==> src/hdl/ivp_pkg.sv <==
// Constants for the interrupt vector and priority block.
// Assumes an 8-bit core reading vectors over a 16-bit address bus.
// How it works
// - All vector bytes live between ffcc and ffff inclusive.
// - Each vector is two bytes: high byte even address, low byte next.
// - Timer A channel 5 at ffcc (lowest), channel 4 at ffce.
// - Converter at ffd0, keyboard at ffd2, SCI transmit at ffd4.
// - SCI receive at ffd6, SCI error at ffd8.
// - CAN transmit ffda, receive ffdc, error ffde, wakeup ffe0.
// - SPI transmit at ffe2, SPI receive at ffe4.
// - Timer B overflow ffe6, channel 1 ffe8, channel 0 ffea.
// - Timer A overflow ffec, channels 3,2,1,0 at ffee..fff4.
// - Tick timer fff6, PLL fff8, external pin fffa, swi fffc, reset fffe.
// - Priority rises with vector address; reset is highest.
package ivp_pkg;

    // ------------------------------------------------------------
    // Vector table geometry
    // ------------------------------------------------------------
    localparam int NUM_SRC = 26;
    localparam int SRC_W = 5;
    localparam logic [15:0] VEC_BASE = 16'hffcc;
    localparam logic [15:0] VEC_TOP = 16'hffff;
    localparam logic [15:0] RESET_VEC_ADDR = 16'hfffe;
    localparam logic [15:0] SWI_VEC_ADDR = 16'hfffc;
    localparam logic [SRC_W-1:0] SRC_RESET = 5'h19;
    localparam logic [SRC_W-1:0] SRC_SWI = 5'h18;
    localparam logic [SRC_W-1:0] SRC_NONE = 5'h00;

    // Source index n fetches from VEC_BASE + 2n; index 0 is timer A ch5
    localparam logic [SRC_W-1:0] SRC_TIMER_A_CH5 = 5'h00;
    localparam logic [SRC_W-1:0] SRC_TIMER_A_CH4 = 5'h01;
    localparam logic [SRC_W-1:0] SRC_ADC = 5'h02;
    localparam logic [SRC_W-1:0] SRC_KEYBOARD = 5'h03;
    localparam logic [SRC_W-1:0] SRC_SCI_TX = 5'h04;
    localparam logic [SRC_W-1:0] SRC_SCI_RX = 5'h05;
    localparam logic [SRC_W-1:0] SRC_SCI_ERR = 5'h06;
    localparam logic [SRC_W-1:0] SRC_CAN_TX = 5'h07;
    localparam logic [SRC_W-1:0] SRC_CAN_RX = 5'h08;
    localparam logic [SRC_W-1:0] SRC_CAN_ERR = 5'h09;
    localparam logic [SRC_W-1:0] SRC_CAN_WAKE = 5'h0a;
    localparam logic [SRC_W-1:0] SRC_SPI_TX = 5'h0b;
    localparam logic [SRC_W-1:0] SRC_SPI_RX = 5'h0c;
    localparam logic [SRC_W-1:0] SRC_TIMER_B_OVF = 5'h0d;
    localparam logic [SRC_W-1:0] SRC_TIMER_B_CH1 = 5'h0e;
    localparam logic [SRC_W-1:0] SRC_TIMER_B_CH0 = 5'h0f;
    localparam logic [SRC_W-1:0] SRC_TIMER_A_OVF = 5'h10;
    localparam logic [SRC_W-1:0] SRC_TIMER_A_CH3 = 5'h11;
    localparam logic [SRC_W-1:0] SRC_TIMER_A_CH2 = 5'h12;
    localparam logic [SRC_W-1:0] SRC_TIMER_A_CH1 = 5'h13;
    localparam logic [SRC_W-1:0] SRC_TIMER_A_CH0 = 5'h14;
    localparam logic [SRC_W-1:0] SRC_TICK = 5'h15;
    localparam logic [SRC_W-1:0] SRC_PLL = 5'h16;
    localparam logic [SRC_W-1:0] SRC_EXT_PIN = 5'h17;

    // Byte order inside one vector
    localparam logic HIGH_BYTE_OFS = 1'b0;
    localparam logic LOW_BYTE_OFS = 1'b1;

    // Fetch sequencer states
    typedef enum logic [1:0] {
        IVP_IDLE = 2'b00,
        IVP_HIGH = 2'b01,
        IVP_LOW = 2'b10,
        IVP_DONE = 2'b11
    } ivp_state_t;

    // Vector address of a source index: base plus twice the index
    function automatic logic [15:0] ivp_vec_addr(input logic [SRC_W-1:0] src);
        ivp_vec_addr = VEC_BASE + {10'h000, src, HIGH_BYTE_OFS};
    endfunction

endpackage

==> src/hdl/ivp_vec_rom.sv <==
// Vector byte store covering ffcc..ffff, one byte per address.
// Assumes the handler addresses are loaded as a parameter image at build.
`timescale 1ns/1ns
module ivp_vec_rom
    import ivp_pkg::*;
#(
    parameter logic [16*NUM_SRC-1:0] VEC_IMAGE = '0
) (
    input wire logic sys_clk_i, // System clock
    input wire logic reset_n_i, // Asynchronous reset, active low
    input wire logic [15:0] addr_i, // Byte address to read
    output logic [7:0] data_o // Registered read byte
);

    // ------------------------------------------------------------
    // Byte select
    // ------------------------------------------------------------
    logic [7:0] data_d;
    logic [7:0] data_q;
    logic [15:0] ofs;
    logic [15:0] word;

    // Addresses outside the table read as zero
    always_comb begin
        ofs = addr_i - VEC_BASE;
        word = VEC_IMAGE[16*ofs[SRC_W:1] +: 16];
        data_d = 8'h00;
        if (addr_i >= VEC_BASE && ofs[SRC_W:1] < NUM_SRC[SRC_W-1:0]) begin
            data_d = (ofs[0] == HIGH_BYTE_OFS) ? word[15:8] : word[7:0];
        end
    end

    // Read byte comes from a register
    always_ff @(posedge sys_clk_i or negedge reset_n_i) begin
        if (!reset_n_i) begin
            data_q <= 8'h00;
        end else begin
            data_q <= data_d;
        end
    end

    assign data_o = data_q;

endmodule

==> src/hdl/ivp_vector_ctrl.sv <==
// Priority encoder and vector fetch sequencer for the interrupt block.
// Assumes the core raises take_i for one cycle when it takes an interrupt
// and waits for vec_valid_o before loading its program counter.
`timescale 1ns/1ns
module ivp_vector_ctrl
    import ivp_pkg::*;
#(
    parameter logic [16*NUM_SRC-1:0] VEC_IMAGE = '0
) (
    input wire logic sys_clk_i, // System clock, 25 MHz
    input wire logic reset_n_i, // Asynchronous reset, active low
    input wire logic [NUM_SRC-3:0] irq_pend_i, // Peripheral requests, bit n = index n
    input wire logic [NUM_SRC-3:0] irq_en_i, // Per-source enables
    input wire logic swi_i, // Software interrupt instruction executing
    input wire logic take_i, // Core takes the pending request
    output logic irq_o, // Some enabled request pending
    output logic [SRC_W-1:0] src_o, // Winning source index
    output logic [15:0] fetch_addr_o, // Byte address being fetched
    output logic busy_o, // Fetch sequence running
    output logic vec_valid_o, // Handler address valid, one cycle
    output logic [15:0] vector_o // Handler address
);

    // ------------------------------------------------------------
    // Priority encode
    // ------------------------------------------------------------
    logic [NUM_SRC-3:0] live;
    logic [SRC_W-1:0] win;
    logic any;

    // Higher index scanned last so it wins
    always_comb begin
        live = irq_pend_i & irq_en_i;
        any = 1'b0;
        win = SRC_NONE;
        for (int i = 0; i < NUM_SRC - 2; i++) begin
            if (live[i]) begin
                any = 1'b1;
                win = i[SRC_W-1:0];
            end
        end
        if (swi_i) begin
            any = 1'b1;
            win = SRC_SWI;
        end
    end

    assign irq_o = any;

    // ------------------------------------------------------------
    // Fetch sequencer
    // ------------------------------------------------------------
    ivp_state_t st_d, st_q;
    logic [SRC_W-1:0] src_d, src_q;
    logic [15:0] addr_d, addr_q;
    logic [7:0] hi_d, hi_q;
    logic [15:0] vec_d, vec_q;
    logic [7:0] rom_data;
    logic first_d, first_q;

    // Reset vector is fetched once after reset, before any interrupt
    always_comb begin
        st_d = st_q;
        src_d = src_q;
        addr_d = addr_q;
        hi_d = hi_q;
        vec_d = vec_q;
        first_d = first_q;
        unique case (st_q)
            IVP_IDLE: begin
                if (first_q) begin
                    src_d = SRC_RESET;
                    addr_d = ivp_vec_addr(SRC_RESET);
                    st_d = IVP_HIGH;
                    first_d = 1'b0;
                end else if (take_i && any) begin
                    src_d = win;
                    addr_d = ivp_vec_addr(win);
                    st_d = IVP_HIGH;
                end
            end
            IVP_HIGH: begin
                addr_d = addr_q + {15'h0000, LOW_BYTE_OFS};
                st_d = IVP_LOW;
            end
            IVP_LOW: begin
                hi_d = rom_data;
                st_d = IVP_DONE;
            end
            IVP_DONE: begin
                vec_d = {hi_q, rom_data};
                st_d = IVP_IDLE;
            end
        endcase
    end

    // Sequencer registers
    always_ff @(posedge sys_clk_i or negedge reset_n_i) begin
        if (!reset_n_i) begin
            st_q <= IVP_IDLE;
            src_q <= SRC_NONE;
            addr_q <= RESET_VEC_ADDR;
            hi_q <= 8'h00;
            vec_q <= 16'h0000;
            first_q <= 1'b1;
        end else begin
            st_q <= st_d;
            src_q <= src_d;
            addr_q <= addr_d;
            hi_q <= hi_d;
            vec_q <= vec_d;
            first_q <= first_d;
        end
    end

    // Registered byte store, one cycle read latency
    ivp_vec_rom #(
        .VEC_IMAGE(VEC_IMAGE)
    ) u_rom (
        .sys_clk_i(sys_clk_i),
        .reset_n_i(reset_n_i),
        .addr_i(addr_q),
        .data_o(rom_data)
    );

    // Valid is high for the cycle after the low byte lands
    logic valid_d, valid_q;
    always_comb begin
        valid_d = (st_q == IVP_DONE);
    end

    always_ff @(posedge sys_clk_i or negedge reset_n_i) begin
        if (!reset_n_i) begin
            valid_q <= 1'b0;
        end else begin
            valid_q <= valid_d;
        end
    end

    assign vec_valid_o = valid_q;
    assign vector_o = vec_q;
    assign src_o = src_q;
    assign fetch_addr_o = addr_q;
    assign busy_o = (st_q != IVP_IDLE) || first_q;

endmodule

==> config.mk <==
export PLATFORM = sky130hd
export DESIGN_NAME = ivp_vector_ctrl
export DESIGN_NICKNAME = d
export VERILOG_FILES = /design/src/hdl/ivp_pkg.sv /design/src/hdl/ivp_vec_rom.sv /design/src/hdl/ivp_vector_ctrl.sv
export SDC_FILE = /design/constraint.sdc
export NUM_CORES = 1
export LEC_CHECK = 0
export BUFFER_PORTS_ARGS = -buffer_cell sky130_fd_sc_hd__buf_2
export CORE_AREA = 2 2 87 89
export DETAILED_ROUTE_END_ITERATION = 16
export DIE_AREA = 0 0 89 91
export PLACE_DENSITY = 0.64
export SETUP_SLACK_MARGIN = 0.4
export SLEW_MARGIN = 20
export SYNTH_ARGS = -nofsm -noshare
export SYNTH_HDL_FRONTEND = slang
export SYNTH_SLANG_ARGS = --single-unit
==> constraint.sdc <==
create_clock -name sys_clk_i -period 2.2 [get_ports sys_clk_i]
set_input_delay 0.11 -clock sys_clk_i [delete_from_list [all_inputs] [get_ports sys_clk_i]]
set_output_delay 0.11 -clock sys_clk_i [all_outputs]
set_load 0.02 [all_outputs]
# Word-level counts from Yosys, hierarchy flattened

Index checks and enable logic that the tools add are counted.

Add/subtract/negate cells: 3
$lt $le $gt $ge: 2
Eq/ne operators: 4
Shifts and indexed selects: 1
Muxes and demuxes: 59
Bitwise operators: 1
Reductions and logical operators: 9

Operators with widths:

| cell                                                           | number |
|---|---|
| variable part select 416 x 10 -> 16 bit (first input constant) | 1 |
| 2-to-1 mux 5 bit                                               | 24 |
| 2-to-1 mux 16 bit                                              | 2 |
| one-hot mux 16 bit (2 select lines)                            | 1 |
| 2-to-1 mux 1 bit                                               | 26 |
| AND 24 bit                                                     | 1 |
| adder 16 x 1 -> 16 bit (second input constant)                 | 1 |
| greater-or-equal comparator 16 bit (second input constant)     | 1 |
| 2-to-1 mux 8 bit                                               | 2 |
| adder 7 x 7 -> 8 bit (first input constant)                    | 1 |
| one-hot mux 2 bit (4 select lines)                             | 1 |
| 2-to-1 mux 2 bit                                               | 3 |
| nonzero test 2 bit                                             | 3 |
| subtractor 6 x 4 -> 6 bit (second input constant)              | 1 |
| < comparator 5 bit (second input constant)                     | 1 |
| == test 2 bit (second input constant)                          | 2 |
| AND reduction 2 bit                                            | 2 |
| inequality test 3 bit (second input constant)                  | 1 |
| == test 2 x 1 -> 1 bit (second input constant)                 | 1 |
| logical AND 1 bit                                              | 2 |
| zero test 2 bit                                                | 1 |
| logical OR 1 bit                                               | 1 |

Flip-flop bits (word level): 57
Bits of input ports: 52
Output and inout bits: 40
Logic and storage cells: 87

# Logic depth before layout (Yosys ltp)

Word-level depth: 30
Mapped depth: 9
Mapped depth without buffers: 9

# Hierarchy

From an unflattened synthesis, not the netlist that was laid out.

Cell total of the unflattened synthesis: 272
Area, all modules: 2825.2 µm²

By module, submodules not included:

| module          | instances | cells an instance | area an instance (µm²) | sequential area each (µm²) |
|---|---|---|---|---|
| ivp_vector_ctrl | 1         | 263               | 2761.4                 | 1246.2 |
| ivp_vec_rom     | 1         | 9                 | 63.8                   | 0.0 |

# Worst setup path before layout

OpenSTA, ideal clock, no wires.

Path type: reg-to-reg
Start point: reg st_q[0]
End point: reg addr_q[6], in the netlist fetch_addr_o[6]
Setup time: 0.081 ns
Arrival: 1.945 ns
Data required time: 2.119 ns
Setup slack: 0.174 ns
Stages on the path, launching flop included: 10
Buffers on the path: 1
Period minus slack after synthesis: 2.026 ns
Cell sequence: dfrtp_1 -> inv_1 -> ha_1 -> clkbuf_1 -> inv_1 -> nor2_1 -> inv_1 -> nor2_8 -> o21ai_2 -> a211oi_2

Word-level cells in the longest chain between the ends: 3
Elaborated cells between the ends (all ways): 6
Those cells by class: eq/ne (2); mux (1); reduce/logical (3)

RTL lines:

| what                                                                  | RTL line               | text |
|---|---|---|
| start, declared                                                       | ivp_vector_ctrl.sv:53  | `ivp_state_t st_d, st_q;` |
| start signal, assigned                                                | ivp_vector_ctrl.sv:107 | `st_q <= st_d;` |
| zero test 2 bit or == test 2 x 1 -> 1 bit (tied branches)             | ivp_vector_ctrl.sv:69  | `unique case (st_q)` |
| inequality test 3 bit (no line) or nonzero test 2 bit (tied branches) | n/a                    |  |
| AND reduction 2 bit (no line)                                         | n/a                    |  |
| end signal, assigned                                                  | ivp_vector_ctrl.sv:109 | `addr_q <= addr_d;` |
| end, declared                                                         | ivp_vector_ctrl.sv:55  | `logic [15:0] addr_d, addr_q;` |

Several ways; a longest one is shown, not always the timed one.
A chain may end at the register's enable or synchronous reset.

# Final worst setup path

Start point: in irq_pend_i[5]
End point: reg addr_q[6], in the netlist fetch_addr_o[6]

Word-level cells in the longest chain between the ends: 25
Elaborated cells between the ends (all ways): 48
Those cells by class: add/sub (1); eq/ne (1); mux (43); bitwise (1); reduce/logical (2)

RTL lines:

| what                                | RTL line              | text |
|---|---|---|
| start, declared                     | ivp_vector_ctrl.sv:12 | `input wire logic [NUM_SRC-3:0] irq_pend_i,` |
| AND 24 bit (*)                      | ivp_vector_ctrl.sv:33 | `live = irq_pend_i & irq_en_i;` |
| 2-to-1 mux 5 bit (19 in a row)      | ivp_vector_ctrl.sv:37 | `if (live[i]) begin` |
| 2-to-1 mux 5 bit                    | ivp_vector_ctrl.sv:42 | `if (swi_i) begin` |
| adder 7 x 7 -> 8 bit                | ivp_pkg.sv:70         | `ivp_vec_addr = VEC_BASE + {10'h000, src, HIGH_BYTE_OFS};` |
| 2-to-1 mux 16 bit                   | ivp_vector_ctrl.sv:76 | `end else if (take_i && any) begin` |
| 2-to-1 mux 16 bit                   | ivp_vector_ctrl.sv:71 | `if (first_q) begin` |
| one-hot mux 16 bit (2 select lines) | ivp_vector_ctrl.sv:69 |  |

Mark *: on every way between the ends. The rest lies on a longest branch, timed or not. The select of a mux whose other input is x is not followed.

==> qor.yml <==
setup_violations: 0
end_kind: "flip-flop"
die_h_um: 91
cts_root_buf: "clkbuf_8"
first_pass_iters: 4
path_cells: "buf_2 -> a22o_1 -> or4_4 -> o41a_1 -> buf_6 -> nor2_8 -> o21ai_2 -> a211oi_2"
die_area_sq_um: 8100
antenna_cells: 0
p_leak_nw: 1.31
clock_path_buffers: 2
cp_num_buf_inv: 2
port_buffers: 75
clock.fmax_mhz: 545
powerDensity_nw_per_um2: 1110
ff2ff_path_depth: 7
layout_commonest_cell: "buf_2"
final_cell_mix: "buf_2 (75), buf_4 (29), nand2_1 (24), conb_1 (16), dfstp_2 (15)"
fin_nets: 403
p_comb_frac: 0.619
syn_area_sq_um: 2080
vias: 2262
ys.warnings.count: 0
chipWidth_um: 89
critPathArrivalTime_ns: 2.03
drcViolationCount: 0
min_delay_path_depth: 3
p_sw_frac: 0.474
htreeDepth: 1
synth_cells: 242
maxSlewViolCount: 0
ant_nets: 0
avgViaCountPerCell: 5.12
grt_pass1_vias: 2134
p_sw_mw: 1.54
wl_per_cell_um: 13.6
fillers: 762
cpPeakStageDelay_ns: 0.54
path_depth: 8
slew_headroom: 0.613
synth_edf_count: 0
hold_viol: 0
yosysSeqAreaShare: 0.311
period_minus_slack_ns: 1.83
path_clk_slew_ns: 0.09
syn_avg_cell_area_sq_um: 8.58
hold_path_class: "input port to flip-flop"
routed_wl_mm: 6.01
cap_violations: 0
yosys.cell_types.count: 60
grt_max_degree: 26
min_period_over_period: 0.834
start_util: 0.291
skew_ns: 0.00445
rsz0062_at_grt: "true"
dp_hpwl_mm: 4.60
synthArstFlopShare: 1.00
worst_slew_pin_slew_ns: 0.581
insertion_delay_ns: 0.27
area_growth_pct: 40.5
cpMaxStageDelayCell: "or4_4"
drtIter0Drc: 122
p_clk_frac: 0.087
cts_sinks: 25
gp_congestion: 0.851
path_max_fanout: 6
hold_slack_ns: 0.312
status: "completed"
cp.required_ns: 2.40
globalRouteOverflowTotal: 0
power.internal_mw: 1.71
synthFlopType: "dfstp_2"
p_seq_frac: 0.294
cp_top_family: "compound AO/OA/AOI/OAI gates"
design.core.area_sq_um: 7140
start_kind: "input port"
vdd_drop_max_mv: 0.369
finalSetupTns_ns: 0
grt_pass1_wl_mm: 9.80
grt_use_total: 0.148
rows: 31
cts_tree: "built"
path_class: "input port to flip-flop"
synth_seq_cells: 25
numCtsBuffers: 3
drive_gt1_frac: 0.490
boundaryPins: 92
antenna_found_initial: 0
power by group through the flow:
stage / clock network (mW) / logic, mW / registers (mW)
3_5_place_dp: 0 / 1.69 / 0.956
2_1_floorplan: 0 / 0.991 / 1.10
3_3_place_gp: 0 / 1.67 / 0.945
5_1_grt: 0.311 / 2.22 / 0.987
4_1_cts: 0.291 / 1.73 / 0.945
6_report: 0.283 / 2.01 / 0.955
synthesized netlist by cell type (2+ instances only):
| cell type | n | area [sq um] |
|---|---|---|
| a41oi_1 | 3 | 26.3 |
| clkbuf_1 | 5 | 18.8 |
| a31oi_1 | 6 | 37.5 |
| buf_2 | 2 | 10.0 |
| a32oi_1 | 2 | 17.5 |
| o31ai_1 | 2 | 15.0 |
| and2_1 | 2 | 12.5 |
| a21oi_1 | 16 | 80.1 |
| buf_4 | 16 | 120 |
| nand2_1 | 25 | 93.8 |
| nand3_1 | 9 | 45.0 |
| o21ai_1 | 2 | 10.0 |
| o22a_1 | 5 | 43.8 |
| o21ai_0 | 14 | 70.1 |
| or2_2 | 4 | 25.0 |
| a22o_1 | 5 | 43.8 |
| o211ai_1 | 3 | 22.5 |
| ha_1 | 7 | 87.6 |
| nor2_1 | 15 | 56.3 |
| nand2b_1 | 3 | 18.8 |
| o41ai_1 | 2 | 17.5 |
| dfstp_2 | 16 | 420 |
| nor3_1 | 2 | 10.0 |
| nor3b_1 | 2 | 15.0 |
| a32o_1 | 3 | 30.0 |
| a22oi_1 | 10 | 75.1 |
| o221a_2 | 3 | 33.8 |
| nand4_1 | 6 | 37.5 |
| and3_1 | 7 | 43.8 |
| dfrtp_1 | 9 | 225 |
| inv_1 | 6 | 22.5 |
| o21ai_2 | 2 | 17.5 |
worst min-delay path, delay by kind of cell:
family                 cells  cell delay (ns)
buffers and inverters      1             0.19
AOI/OAI and AO/OA          1             0.07
and+or+nand+nor            1             0.17
metrics by stage:
stage          cells  power, mW  setup slack [ns]  instance area [sq um]  utilization
2_1_floorplan    257       2.09             0.382                   2160            -
3_3_place_gp     418       2.61             0.130                   2580        0.362
3_5_place_dp     418       2.65            0.0892                   2580        0.362
4_1_cts          425       2.97             0.383                   2670        0.374
5_1_grt          442       3.52             0.287                   2920        0.409
6_report         442       3.25             0.366                   2920        0.409
area by class of cell:
class                      count  area, sq um  share of cell area
tap                           99          124              0.0425
inverter                       6         22.5             0.00772
sequential                    25          651               0.223
clock buffer                   4         45.0              0.0154
multi-input combinational    201         1450               0.497
timing repair buffer         107          626               0.215
state kept, by name, indices dropped and copies added, names as in the netlist:
register,count
st_q,2
src_o,5
first_q,1
fetch_addr_o,16
vec_valid_o,1
layer usage:
| layer | up-vias | wire [um] | track usage |
|---|---|---|---|
| li1 | 1110 | - | - |
| met1 | 1066 | 2620 | 0.188 |
| met2 | 77 | 2970 | 0.259 |
| met3 | 9 | 332 | 0.0182 |
| met4 | 0 | 85 | 0.0410 |
| met5 | - | 0 | 0 |
final timing paths:
| check | startpoint | end | slack, ns |
|---|---|---|---|
| setup / recovery | irq_pend_i[5] | fetch_addr_o[6] | 0.37 |
| hold / removal | swi_i | src_o[1] | 0.31 |
| setup reg to reg | fetch_addr_o[1] | fetch_addr_o[14] | 0.45 |
| hold reg to reg | src_o[0] | src_o[0] | 0.49 |
| max in group asynchronous | reset_n_i | st_q[0] | 1.42 |
| min in group asynchronous | reset_n_i | src_o[0] | 0.37 |
cells by family after synthesis:
kind of cell | after synthesis | share of synthesized area
AO/OA/AOI/OAI | 90 | 0.324
AND/OR/NAND/NOR | 85 | 0.216
buffers and inverters | 31 | 0.0898
flip-flops | 25 | 0.311
adder cells (fa/ha/maj) | 7 | 0.0422
multiplexers | 2 | 0.0102
other | 1 | 0.00181
XOR/XNOR | 1 | 0.00422
what timing repair did:
item / CTS / global route
cloned: 0 / 1
hold buffers: 1 / 0
pin swaps: 1 / 12
setup buffers: 2 / 16
gates resized for setup: 4 / 29
endpoints found under the setup margin: 7 / 23
hold endpoints to repair: 9 / 0
Note: power is estimated with default switching activity, not from simulation.
